--- config.mk ---
export PLATFORM = sky130hd
export DESIGN_NAME = pulse_counter_gate_limits
export DESIGN_NICKNAME = d
export VERILOG_FILES = /design/src/core/pulse_counter_pkg.sv /design/src/core/pulse_interval_timer.sv /design/src/core/pulse_counter_gate_limits.sv
export VERILOG_INCLUDE_DIRS = /design/src /design/src/core
export SDC_FILE = /design/constraint.sdc
export NUM_CORES = 2
export LEC_CHECK = 0
export BUFFER_PORTS_ARGS = -buffer_cell sky130_fd_sc_hd__buf_2
export CORE_MARGIN = 5
export CORE_UTILIZATION = 64
export DETAILED_ROUTE_END_ITERATION = 16
export PLACE_DENSITY = 0.83
export SLEW_MARGIN = 20
export SYNTH_ARGS = -nofsm -noshare
export SYNTH_HDL_FRONTEND = slang
export SYNTH_SLANG_ARGS = --single-unit
--- constraint.sdc ---
create_clock -name clk -period 5.1 [get_ports clk]
set_clock_uncertainty 0.05 [all_clocks]
set_input_delay 0.255 -clock clk [delete_from_list [all_inputs] [get_ports clk]]
set_output_delay 0.255 -clock clk [all_outputs]
set_load 0.03 [all_outputs]
--- src/core/pulse_counter_defines.svh ---
`ifndef PULSE_COUNTER_DEFINES_SVH
`define PULSE_COUNTER_DEFINES_SVH

// Counter count and register geometry
`define NUM_CTR 2
`define CTR_STRIDE 8'h20
// Per-counter register offsets, relative to counter base
`define CTRL_OFS 8'h00
`define UPPER_OFS 8'h04
`define LOWER_OFS 8'h08
`define ACC_OFS 8'h0c
`define PROBE_OFS 8'h10
`define RATE_OFS 8'h14
`define INTERVAL_OFS 8'h18
`define WINDOW_OFS 8'h1c
// Shared registers
`define STATUS_ADDR 8'h40
`define MASK_ADDR 8'h44
// Status and mask layout: overflow 2i, underflow 2i+1, probe event at 4
`define PROBE_BIT 4
`define STATUS_W 5
// Reset values
`define CTRL_RST 5'h00
`define UPPER_RST 32'hffff_ffff
`define LOWER_RST 32'h0000_0000
`define WINDOW_RST 32'h0000_2710
// Timing: interval timer resolution and clock period
`define TIMER_RES_NS 1000
`define CLK_PERIOD_NS 10
`define TICK_CYCLES (`TIMER_RES_NS / `CLK_PERIOD_NS)
`define TICK_W 7

`endif

--- src/core/pulse_counter_pkg.sv ---
package pulse_counter_pkg;

    typedef logic [31:0] word_t;

    // Control word of one counter, bit 0 is the enable
    typedef struct packed {
        logic z_reset_en;
        logic z_hold_en;
        logic ext_rh_mode;
        logic wrap_or_saturate_select;
        logic counter_enable_bit;
    } ctrl_s;

endpackage : pulse_counter_pkg

--- src/core/pulse_interval_timer.sv ---
`timescale 1ns/100ps
`include "pulse_counter_defines.svh"

module pulse_interval_timer
    import pulse_counter_pkg::*;
(
    input wire logic clk,
    input wire logic arst_n,
    input wire logic us_tick,
    input wire logic pulse,
    output word_t pulse_interval_time
);

    word_t elapsed_q;
    word_t elapsed_d;
    word_t interval_q;
    word_t interval_d;
    logic seen_q;
    logic seen_d;

    // Elapsed time since the last pulse, published on the next one
    always_comb begin
        elapsed_d = elapsed_q;
        interval_d = interval_q;
        seen_d = seen_q;
        if (pulse) begin
            // First pulse only starts the measurement
            if (seen_q) begin
                interval_d = elapsed_q; // see RULE12 see RULE13
            end
            elapsed_d = '0;
            seen_d = 1'b1;
        end else if (us_tick && (elapsed_q != 32'hffff_ffff)) begin
            // Saturate so a stalled input reads as longest interval
            elapsed_d = elapsed_q + 32'h0000_0001; // see RULE13
        end
    end

    always_ff @(posedge clk or negedge arst_n) begin
        if (!arst_n) begin
            elapsed_q <= '0;
            interval_q <= '0;
            seen_q <= 1'b0;
        end else begin
            elapsed_q <= elapsed_d;
            interval_q <= interval_d;
            seen_q <= seen_d;
        end
    end

    assign pulse_interval_time = interval_q;

endmodule : pulse_interval_timer

--- src/core/pulse_counter_gate_limits.sv ---
// The placing of the registers and strobed register access are this design's own decisions.
`timescale 1ns/100ps
`include "pulse_counter_defines.svh"

// Summary of operation
// RULE1 - A rising edge on the Z gate copies the current count into the probe register.
// RULE2 - With hold configured, Z high freezes the count and count pulses are dropped.
// RULE3 - With reset configured, each Z rising edge clears the current count.
// RULE4 - Several Z edges between host reads keep only the last capture, with no marker.
// RULE5 - The wrap-or-saturate bit picks ring counting at 0 and linear counting at 1.
// RULE6 - Ring mode: up count at the upper limit loads the lower limit and sets overflow.
// RULE7 - Ring mode: down count at the lower limit loads the upper limit and sets underflow.
// RULE8 - Linear mode: up count at the upper limit sets overflow and the count stays.
// RULE9 - Linear mode: down count at the lower limit sets underflow and the count stays.
// RULE10 - A cleared enable stops counting only; accumulator writes and Z functions still act.
// RULE11 - Rates are computed for every counter always, enabled or not, in any mode.
// RULE12 - Counters 0 and 1 measure the time between two successive input pulses.
// RULE13 - The interval timer ticks every 1 us and publishes after every pulse; the code publishes from the second pulse on.
// RULE14 - A cyclic rate counts pulses over a host-set window and is read beside the count.
// RULE15 - Z hold and reset act only when the external reset and hold mode is selected.
// RULE16 - A limit event in the same cycle as its clear leaves the flag set.
// RULE17 - A Z reset coinciding with a count pulse wins and the count becomes zero.

module pulse_counter_gate_limits
    import pulse_counter_pkg::*;
(
    input wire logic clk,
    input wire logic arst_n,
    input wire logic z_gate_input,
    input wire logic [`NUM_CTR-1:0] up_pulse,
    input wire logic [`NUM_CTR-1:0] down_pulse,
    input wire logic [7:0] reg_addr,
    input wire word_t reg_wdata,
    input wire logic reg_wr,
    input wire logic reg_rd,
    output word_t reg_rdata,
    output logic irq
);

    // Address match, shared by the per-counter write decodes and the read mux
    function automatic logic reg_hit(input logic [7:0] a, input logic [7:0] base,
                                     input logic [7:0] ofs);
        reg_hit = (a == (base + ofs));
    endfunction : reg_hit

    // Per-counter state, one element per counter
    ctrl_s ctrl_q [`NUM_CTR];
    ctrl_s ctrl_d [`NUM_CTR];
    word_t upper_q [`NUM_CTR];
    word_t upper_d [`NUM_CTR];
    word_t lower_q [`NUM_CTR];
    word_t lower_d [`NUM_CTR];
    word_t count_q [`NUM_CTR];
    word_t count_d [`NUM_CTR];
    word_t probe_q [`NUM_CTR];
    word_t probe_d [`NUM_CTR];
    word_t window_q [`NUM_CTR];
    word_t window_d [`NUM_CTR];
    word_t win_cnt_q [`NUM_CTR];
    word_t win_cnt_d [`NUM_CTR];
    word_t pulses_q [`NUM_CTR];
    word_t pulses_d [`NUM_CTR];
    word_t rate_q [`NUM_CTR];
    word_t rate_d [`NUM_CTR];
    word_t interval [`NUM_CTR];
    logic ovf_q [`NUM_CTR];
    logic ovf_d [`NUM_CTR];
    logic unf_q [`NUM_CTR];
    logic unf_d [`NUM_CTR];

    // Shared state
    logic z_meta_q;
    logic z_sync_q;
    logic z_prev_q;
    logic z_rise;
    logic probe_evt_q;
    logic probe_evt_d;
    logic [`STATUS_W-1:0] mask_q;
    logic [`STATUS_W-1:0] mask_d;
    logic [`STATUS_W-1:0] status;
    logic [`STATUS_W-1:0] status_clr;
    logic [`TICK_W-1:0] tick_cnt_q;
    logic [`TICK_W-1:0] tick_cnt_d;
    logic us_tick;
    word_t rdata_q;
    word_t rdata_d;

    // Z is a pin: two flops before any logic looks at it
    always_ff @(posedge clk or negedge arst_n) begin
        if (!arst_n) begin
            z_meta_q <= 1'b0;
            z_sync_q <= 1'b0;
            z_prev_q <= 1'b0;
        end else begin
            z_meta_q <= z_gate_input;
            z_sync_q <= z_meta_q;
            z_prev_q <= z_sync_q;
        end
    end

    assign z_rise = z_sync_q & ~z_prev_q;

    // Microsecond tick shared by the interval timers and rate windows
    always_comb begin
        if (tick_cnt_q == `TICK_W'(`TICK_CYCLES - 1)) begin
            tick_cnt_d = '0;
        end else begin
            tick_cnt_d = tick_cnt_q + `TICK_W'(1);
        end
    end

    always_ff @(posedge clk or negedge arst_n) begin
        if (!arst_n) begin
            tick_cnt_q <= '0;
        end else begin
            tick_cnt_q <= tick_cnt_d;
        end
    end

    assign us_tick = (tick_cnt_q == `TICK_W'(`TICK_CYCLES - 1)); // see RULE13

    // W1C decode of the shared status word
    assign status_clr = (reg_wr && (reg_addr == `STATUS_ADDR)) ?
                        reg_wdata[`STATUS_W-1:0] : '0;

    genvar i;
    generate
        for (i = 0; i < `NUM_CTR; i++) begin : g_ctr
            localparam logic [7:0] BASE = 8'(i) * `CTR_STRIDE;
            // Only counter 0 owns the Z gate
            localparam logic HAS_Z = (i == 0);

            logic up;
            logic dn;
            logic any_pulse;
            logic z_edge;
            logic z_gated;
            logic hold;
            logic zreset;
            logic ovf_set;
            logic unf_set;

            // Opposite pulses in one cycle cancel; the rate and interval timer see them as one pulse
            assign up = up_pulse[i] & ~down_pulse[i];
            assign dn = down_pulse[i] & ~up_pulse[i];
            assign any_pulse = up_pulse[i] | down_pulse[i];
            assign z_edge = HAS_Z & z_rise;
            // Hold and reset only in modes with external reset and hold
            assign z_gated = HAS_Z & ctrl_q[i].ext_rh_mode; // see RULE15
            assign hold = z_gated & ctrl_q[i].z_hold_en & z_sync_q; // see RULE2
            assign zreset = z_gated & ctrl_q[i].z_reset_en & z_rise; // see RULE3

            // Counting, limits and host writes of one counter
            always_comb begin
                ctrl_d[i] = ctrl_q[i];
                upper_d[i] = upper_q[i];
                lower_d[i] = lower_q[i];
                window_d[i] = window_q[i];
                count_d[i] = count_q[i];
                probe_d[i] = probe_q[i];
                ovf_set = 1'b0;
                unf_set = 1'b0;
                if (reg_wr && reg_hit(reg_addr, BASE, `CTRL_OFS)) begin
                    ctrl_d[i] = ctrl_s'(reg_wdata[$bits(ctrl_s)-1:0]);
                end
                if (reg_wr && reg_hit(reg_addr, BASE, `UPPER_OFS)) begin
                    upper_d[i] = reg_wdata;
                end
                if (reg_wr && reg_hit(reg_addr, BASE, `LOWER_OFS)) begin
                    lower_d[i] = reg_wdata;
                end
                if (reg_wr && reg_hit(reg_addr, BASE, `WINDOW_OFS)) begin
                    window_d[i] = reg_wdata;
                end
                // Capture sees the count before this cycle's update
                if (z_edge) begin
                    probe_d[i] = count_q[i]; // see RULE1 see RULE4
                end
                // Priority: host write, then Z reset, then counting
                if (reg_wr && reg_hit(reg_addr, BASE, `ACC_OFS)) begin
                    count_d[i] = reg_wdata; // see RULE10
                end else if (zreset) begin
                    count_d[i] = '0; // see RULE17 see RULE10
                end else if (ctrl_q[i].counter_enable_bit && !hold) begin
                    if (up) begin
                        if (count_q[i] == upper_q[i]) begin
                            ovf_set = 1'b1;
                            // Ring reloads, linear stays at the limit
                            if (!ctrl_q[i].wrap_or_saturate_select) begin // see RULE5
                                count_d[i] = lower_q[i]; // see RULE6
                            end // see RULE8
                        end else begin
                            count_d[i] = count_q[i] + 32'h0000_0001;
                        end
                    end else if (dn) begin
                        if (count_q[i] == lower_q[i]) begin
                            unf_set = 1'b1;
                            if (!ctrl_q[i].wrap_or_saturate_select) begin // see RULE5
                                count_d[i] = upper_q[i]; // see RULE7
                            end // see RULE9
                        end else begin
                            count_d[i] = count_q[i] - 32'h0000_0001;
                        end
                    end
                end
                // Set wins over a clear in the same cycle
                ovf_d[i] = ovf_set | (ovf_q[i] & ~status_clr[2*i]); // see RULE16
                unf_d[i] = unf_set | (unf_q[i] & ~status_clr[2*i+1]); // see RULE16
            end

            // Cyclic rate, independent of enable and mode
            always_comb begin
                win_cnt_d[i] = win_cnt_q[i];
                pulses_d[i] = pulses_q[i];
                rate_d[i] = rate_q[i];
                if (us_tick && (win_cnt_q[i] + 32'h0000_0001 >= window_q[i])) begin
                    // Window closes; a pulse in this cycle opens the next
                    rate_d[i] = pulses_q[i]; // see RULE14 see RULE11
                    pulses_d[i] = any_pulse ? 32'h0000_0001 : '0;
                    win_cnt_d[i] = '0;
                end else begin
                    if (us_tick) begin
                        win_cnt_d[i] = win_cnt_q[i] + 32'h0000_0001;
                    end
                    if (any_pulse && (pulses_q[i] != 32'hffff_ffff)) begin
                        pulses_d[i] = pulses_q[i] + 32'h0000_0001; // see RULE11
                    end
                end
            end

            always_ff @(posedge clk or negedge arst_n) begin
                if (!arst_n) begin
                    ctrl_q[i] <= ctrl_s'(`CTRL_RST);
                    upper_q[i] <= `UPPER_RST;
                    lower_q[i] <= `LOWER_RST;
                    window_q[i] <= `WINDOW_RST;
                    count_q[i] <= '0;
                    probe_q[i] <= '0;
                    ovf_q[i] <= 1'b0;
                    unf_q[i] <= 1'b0;
                    win_cnt_q[i] <= '0;
                    pulses_q[i] <= '0;
                    rate_q[i] <= '0;
                end else begin
                    ctrl_q[i] <= ctrl_d[i];
                    upper_q[i] <= upper_d[i];
                    lower_q[i] <= lower_d[i];
                    window_q[i] <= window_d[i];
                    count_q[i] <= count_d[i];
                    probe_q[i] <= probe_d[i];
                    ovf_q[i] <= ovf_d[i];
                    unf_q[i] <= unf_d[i];
                    win_cnt_q[i] <= win_cnt_d[i];
                    pulses_q[i] <= pulses_d[i];
                    rate_q[i] <= rate_d[i];
                end
            end

            // Interval between successive pulses on counters 0 and 1
            pulse_interval_timer u_interval (
                .clk(clk),
                .arst_n(arst_n),
                .us_tick(us_tick),
                .pulse(any_pulse), // see RULE12
                .pulse_interval_time(interval[i])
            );

            assign status[2*i] = ovf_q[i];
            assign status[2*i+1] = unf_q[i];
        end
    endgenerate

    // Probe event flag and interrupt mask
    always_comb begin
        probe_evt_d = z_rise | (probe_evt_q & ~status_clr[`PROBE_BIT]);
        mask_d = mask_q;
        if (reg_wr && (reg_addr == `MASK_ADDR)) begin
            mask_d = reg_wdata[`STATUS_W-1:0];
        end
    end

    assign status[`PROBE_BIT] = probe_evt_q;

    // Read mux; unmapped addresses answer zero
    always_comb begin
        rdata_d = '0;
        if (reg_addr == `STATUS_ADDR) begin
            rdata_d = {{(32-`STATUS_W){1'b0}}, status};
        end else if (reg_addr == `MASK_ADDR) begin
            rdata_d = {{(32-`STATUS_W){1'b0}}, mask_q};
        end
        for (int c = 0; c < `NUM_CTR; c++) begin
            if (reg_hit(reg_addr, 8'(c) * `CTR_STRIDE, `CTRL_OFS)) begin
                rdata_d = {{(32-$bits(ctrl_s)){1'b0}}, ctrl_q[c]};
            end else if (reg_hit(reg_addr, 8'(c) * `CTR_STRIDE, `UPPER_OFS)) begin
                rdata_d = upper_q[c];
            end else if (reg_hit(reg_addr, 8'(c) * `CTR_STRIDE, `LOWER_OFS)) begin
                rdata_d = lower_q[c];
            end else if (reg_hit(reg_addr, 8'(c) * `CTR_STRIDE, `ACC_OFS)) begin
                rdata_d = count_q[c];
            end else if (reg_hit(reg_addr, 8'(c) * `CTR_STRIDE, `PROBE_OFS)) begin
                rdata_d = probe_q[c];
            end else if (reg_hit(reg_addr, 8'(c) * `CTR_STRIDE, `RATE_OFS)) begin
                rdata_d = rate_q[c];
            end else if (reg_hit(reg_addr, 8'(c) * `CTR_STRIDE, `INTERVAL_OFS)) begin
                rdata_d = interval[c];
            end else if (reg_hit(reg_addr, 8'(c) * `CTR_STRIDE, `WINDOW_OFS)) begin
                rdata_d = window_q[c];
            end
        end
        // Data only stands in the cycle after a read strobe
        if (!reg_rd) begin
            rdata_d = '0;
        end
    end

    always_ff @(posedge clk or negedge arst_n) begin
        if (!arst_n) begin
            probe_evt_q <= 1'b0;
            mask_q <= '0;
            rdata_q <= '0;
        end else begin
            probe_evt_q <= probe_evt_d;
            mask_q <= mask_d;
            rdata_q <= rdata_d;
        end
    end

    assign reg_rdata = rdata_q;
    // Level interrupt while any unmasked status bit is set
    assign irq = |(status & mask_q);

endmodule : pulse_counter_gate_limits

* Yosys cells after proc, flatten, opt, wreduce, memory -nomap -nowiden *
Index checks and enable logic that the tools add are counted.

operators by class
  add/subtract/negate cells = 11
  order comparisons = 2
  equality and inequality tests = 30
  multiplexer cells = 72
  bitwise logic cells = 32
  reductions and logical operators = 36

operator list
  kind                   number
  $mux 32                47
  $add 32x1->32 const B  8
  $eq 32x32->1           4
  $ne 32x32->1 const B   4
  $eq 8x6->1 const B     8
  $ge 32x32->1           2
  $sub 32x1->32 const B  2
  $eq 8x5->1 const B     4
  $mux 1                 22
  $logic_and 1x1->1      19
  $eq 8x4->1 const B     2
  $eq 8x7->1 const B     2
  $and 1x1->1            14
  $reduce_bool 2->1      7
  $mux 5                 2
  $ne 5x5->1 const B     2
  $not 1->1              10
  $eq 8x3->1 const B     1
  $logic_not 8->1        1
  $ne 4x4->1 const B     2
  $reduce_and 4->1       2
  $add 7x1->7 const B    1
  $eq 7x7->1 const B     1
  $mux 7                 1
  7 further kinds        15

storage, ports and cells
  bits in registers = 672
  bits of input ports = 49
  output and inout bits = 33
  logic and storage cells = 225

* Logic depth before layout (Yosys ltp) *
  depth after elaboration = 20
  mapped depth = 19

* Modules after synthesis *
From an unflattened synthesis, not the netlist that was laid out.

unflattened totals
  cell total of the unflattened synthesis = 3876
  area, all modules = 38962.4 um^2

by module, submodules not included
  module                                      instances  cells an instance  area an instance (um^2)  seq. area each (um^2)
  pulse_counter_gate_limits                   1          3335               32987.9                  13655.6
  pulse_interval_timer (g_ctr[1].u_interval)  1          274                3015.4                   1626.6
  pulse_interval_timer (g_ctr[0].u_interval)  1          267                2959.1                   1626.6

* Least setup slack after synthesis *
Ideal clock, no wire load.

  path kind = register to register
  from = register win_cnt_q[2] (netlist bit)
  to = register rate_q[10] (netlist bit)
  library setup time = 0.125 ns
  arrival time = 3.895 ns
  path slack = 1.030 ns
  stages on the path, launching flop included = 18
  buffers on the path = 1
  cell sequence = dfrtp_1 > and3_1 > and2_1 > nand3_1 > nor2_1 > nand2_1 > nor2_1 > xor2_1 > ha_1 > nand4_1 > nor3_1 > inv_1 > nor4_1 > a31o_2 > a21oi_1 > nor2_2 > buf_2 > mux2_2

between the ends
  word-level cells in the longest chain between the ends = 3

RTL lines
  element                          line                              text
  start, declared                  pulse_counter_gate_limits.sv:59   word_t win_cnt_q [`NUM_CTR];
  start signal, assigned by index  pulse_counter_gate_limits.sv:253  win_cnt_q[i] <= win_cnt_d[i];
  $add 32x1->32                    pulse_counter_gate_limits.sv:216  if (us_tick && (win_cnt_q[i] + 32'h0000_0001 >= window_q[i])) begin
  $ge 32x32->1                     pulse_counter_gate_limits.sv:216
  $logic_and 1x1->1                pulse_counter_gate_limits.sv:216
  end signal, assigned by index    pulse_counter_gate_limits.sv:255  rate_q[i] <= rate_d[i];
  end, declared                    pulse_counter_gate_limits.sv:63   word_t rate_q [`NUM_CTR];

Every way passes these cells.
A chain may end at the register's enable or synchronous reset.

* Worst setup path in the final report *
  from = register win_cnt_q[2] (netlist bit)
  to = register rate_q[25] (netlist bit)

The elaborated chain is that of the path after synthesis.

==> qor.txt <==
Fin nets -> 3,964
PwrDens -> 368 nW/um^2
Max-cap violation count -> 0
Area of the multi-input gates -> 20,200 sq um
Vias in the first global route -> 30,800
Worst-Skew Late Latency -> 640 ps
Crit Path Class -> flip-flop to flip-flop
Final setup viols -> 0
Min-delay worst type -> input port to flip-flop
Crit-path leading delay family -> simple AND/OR/NAND/NOR gates
Max Buffers Root-to-Sink -> 3
Syn_nets -> 3,970
Num Clock Sinks -> 672
Register area share after synthesis -> 0.439
Layout area overhead -> 9.90%
Rel. slew slack -> 0.126
TritonCTS Buffers -> 73
CP Launch Type -> flip-flop
Cell Area, Synth -> 38,500 sq um
Main synth FF type -> dfrtp_1
Initial Utilization -> 0.641
CTS H-Tree Depth -> 3
Chip Width -> 255 um
Hpwl dp -> 93.0 mm
Yosys warns -> 0
# Post-CTS Setup Buffers -> 0
Initial antenna violation count -> 9
Port buffer count -> 81
Slowest stage cell, crit path -> o21ai_0
Non-filler instance count after layout -> 4,680
Total area of sequential cells -> 16,900 sq um
CTS Hold Bufs -> 28
Avg Inst Size Synth -> 10.0 sq um
Lkg Pwr -> 0.0190 uW
Setup TNS -> 0 ps
Synth top area share -> 0.389
Fill cell count -> 4,350
Worst slew pin tran -> 1310 ps
Most numerous cell on the critical path -> nand2_1
Total Routing Usage GR -> 0.392
Reg clk slew, reported paths -> 60 ps
Remaining Overflow, GRT -> 0
Fin crit share -> 0.913
Drt drc -> 0
Vias per cell -> 6.87
DR pass1 iterations -> 9
Final Max Slew Viols -> 0
Share of layout cells above drive strength 1 -> 0.195
Count of final hold-check violations -> 0
Crit path required time -> 5560 ps
1st-iter DRT viols -> 4,231
RSZ-0062 raised after global routing -> false
Placed instance count -> 4,513
Yosys reg bits -> 672
First-pass GRT wire length -> 193 mm
CTS tree -> done
CP arrival -> 5110 ps
Max stage delay on crit path -> 560 ps
Synth cell types -> 86
Synth Instances -> 3,840
CP bufs+invs -> 2
Core area -> 60,000 sq um
Synth area leader -> dfrtp_1
Final min period -> 4650 ps
CP max FO -> 64
EDFF count, synth -> 0
# IOs -> 82
Status -> finished, final reports clean
GPL Wtd Cong -> 1.07
Async S/R FF share, synth -> 1.00
Root buf cell -> clkbuf_16
Routed WL -> 130 mm
Die Area -> 65,200 sq um
Endpoint class of the critical path -> flip-flop
Post-CTS Resized -> 0
Top cells by area, synth -> dfrtp_1 39%, mux2_2 11%, xnor2_1 5.4%
Via count -> 32,100
Largest net degree at the start of global routing -> 142
Die H -> 255 um
Antenna-violating nets left -> 0
WL per Instance -> 27.7 um
IR drop worst, VDD -> 0.000289 V
Placement row count -> 90
Crit path cell chain -> and3_1 > and2_1 > nand3_1 > nor2_1 > buf_4 > nand2_1 > or3_1 > nand2_1 > nand2_1 > ha_1 > a21o_1 > a21o_1 > a21oi_1 > o21ai_0 > a21oi_1 > nor2_4 > buf_12 > mux2_2
F_max -> 215 MHz
==> registers in the layout, indices dropped and copies added, names as in the netlist, 64 cells and up <==
name and flops:
window_q 64, win_cnt_q 64, count_q 64, g_ctr.u_interval.elapsed_q 64, g_ctr.u_interval.pulse_interval_time 64, rate_q 64, lower_q 64, pulses_q 64
upper_q 64
==> final cells by class <==
type	instances	share of cell area
clock buffer	113	0.0517
clock inverter	22	0.00692
multi-input combinational	2798	0.478
timing repair buffer	175	0.0305
sequential	672	0.400
inverter	114	0.0101
antenna	4	0.000237
tap	782	0.0231
==> cell usage after synthesis (73+ instances only) <==
cell / instances
dfrtp_1: 598
mux2_2: 362
nand2_1: 317
nor2_1: 269
xnor2_1: 236
xor2_1: 173
clkbuf_1: 170
nand3_1: 140
o21ai_0: 136
a21oi_1: 116
inv_1: 114
nand4_1: 94
a22oi_1: 84
ha_1: 81
dfstp_2: 74
mux2i_1: 73
==> path summary, 6_finish.rpt <==
check                                    from       endpoint  slack (ps)  cells after the start
worst max-delay path             win_cnt_q[2]     rate_q[25]         450                     18
worst min-delay path            reg_wdata[21]    count_q[21]          20                      3
worst max register to register   win_cnt_q[2]     rate_q[25]         450                     18
worst min register to register       z_meta_q       z_sync_q         330                      0
max in group asynchronous              arst_n    pulses_q[8]        3360                      3
min in group asynchronous              arst_n  tick_cnt_q[6]         220                      2
==> report_power, final <==
| group | internal [uW] | leakage [uW] | switching, uW | total [uW] |
|---|---|---|---|---|
| Clock | 3230 | 0.00121 | 2260 | 5490 |
| Sequential | 5820 | 0.00887 | 1230 | 7050 |
| Combinational | 1370 | 0.00895 | 1660 | 3030 |
| Total | 10400 | 0.0190 | 5160 | 15600 |
==> per-stage QoR <==
step / hold WS, ps / utilization / power (uW) / cell area [sq um] / setup slack (ps)
final: 15.8 / 0.705 / 15600 / 42300 / 445
after global routing: 33.2 / 0.705 / 16100 / 42300 / 123
after CTS: 7.48 / 0.705 / 15400 / 42300 / 535
after detailed placement: 313 / 0.659 / 9980 / 39500 / 552
after global placement: 284 / 0.659 / 9900 / 39500 / 714
after floorplan: -90.6 / - / 8940 / 38500 / 1030
==> cell usage in the layout, fill, tap and decap left out, types with 13 or more instances in the layout <==
cell | Yosys | layout
or3_1 | 28 | 28
o31ai_1 | 18 | 18
mux2i_1 | 73 | 73
clkbuf_16 | 0 | 75
and4_1 | 22 | 22
nand2b_1 | 14 | 13
o21ai_0 | 136 | 136
nor3_1 | 62 | 62
o22ai_1 | 14 | 14
dfstp_2 | 74 | 74
nor4_1 | 53 | 53
mux2_2 | 362 | 362
clkbuf_8 | 0 | 17
and2_1 | 45 | 44
a22o_1 | 50 | 50
xor2_1 | 173 | 173
buf_2 | 52 | 80
xnor2_1 | 236 | 236
and3_1 | 49 | 49
nand4_1 | 94 | 94
ha_1 | 81 | 78
dlygate4sd3_1 | 0 | 28
clkbuf_1 | 170 | 21
a22oi_1 | 84 | 84
buf_4 | 1 | 58
a31oi_1 | 36 | 36
nor2_1 | 269 | 256
a211oi_1 | 44 | 43
nand2_1 | 317 | 315
dfrtp_1 | 598 | 598
a221oi_1 | 60 | 60
inv_1 | 114 | 114
nand3_1 | 140 | 139
a222oi_1 | 32 | 32
a21o_1 | 23 | 23
nor2_2 | 2 | 14
o211ai_1 | 23 | 23
a21oi_1 | 116 | 116
==> logic make-up after synthesis <==
family | synth area share
mux | 0.125
compound gates | 0.128
simple gates | 0.150
xor+xnor | 0.0930
fa+ha+maj | 0.0263
flops | 0.439
buf+inv | 0.0383
==> metal layers <==
metal	up-vias	global-route usage	wire (um)
li1	13900	-	-
met1	15700	0.507	47300
met2	2012	0.572	54900
met3	499	0.133	16800
met4	4	0.242	10500
met5	-	0	28
==> worst register-to-register path, delay by kind of cell, from the launching register on <==
kind	cells	cell delay (ps)
simple gates	9	1730
compound gates	5	1120
mux	1	460
buf+inv	2	460
flops	1	420
fa+ha+maj	1	300
No activity file was read; power rests on OpenSTA's default activity.
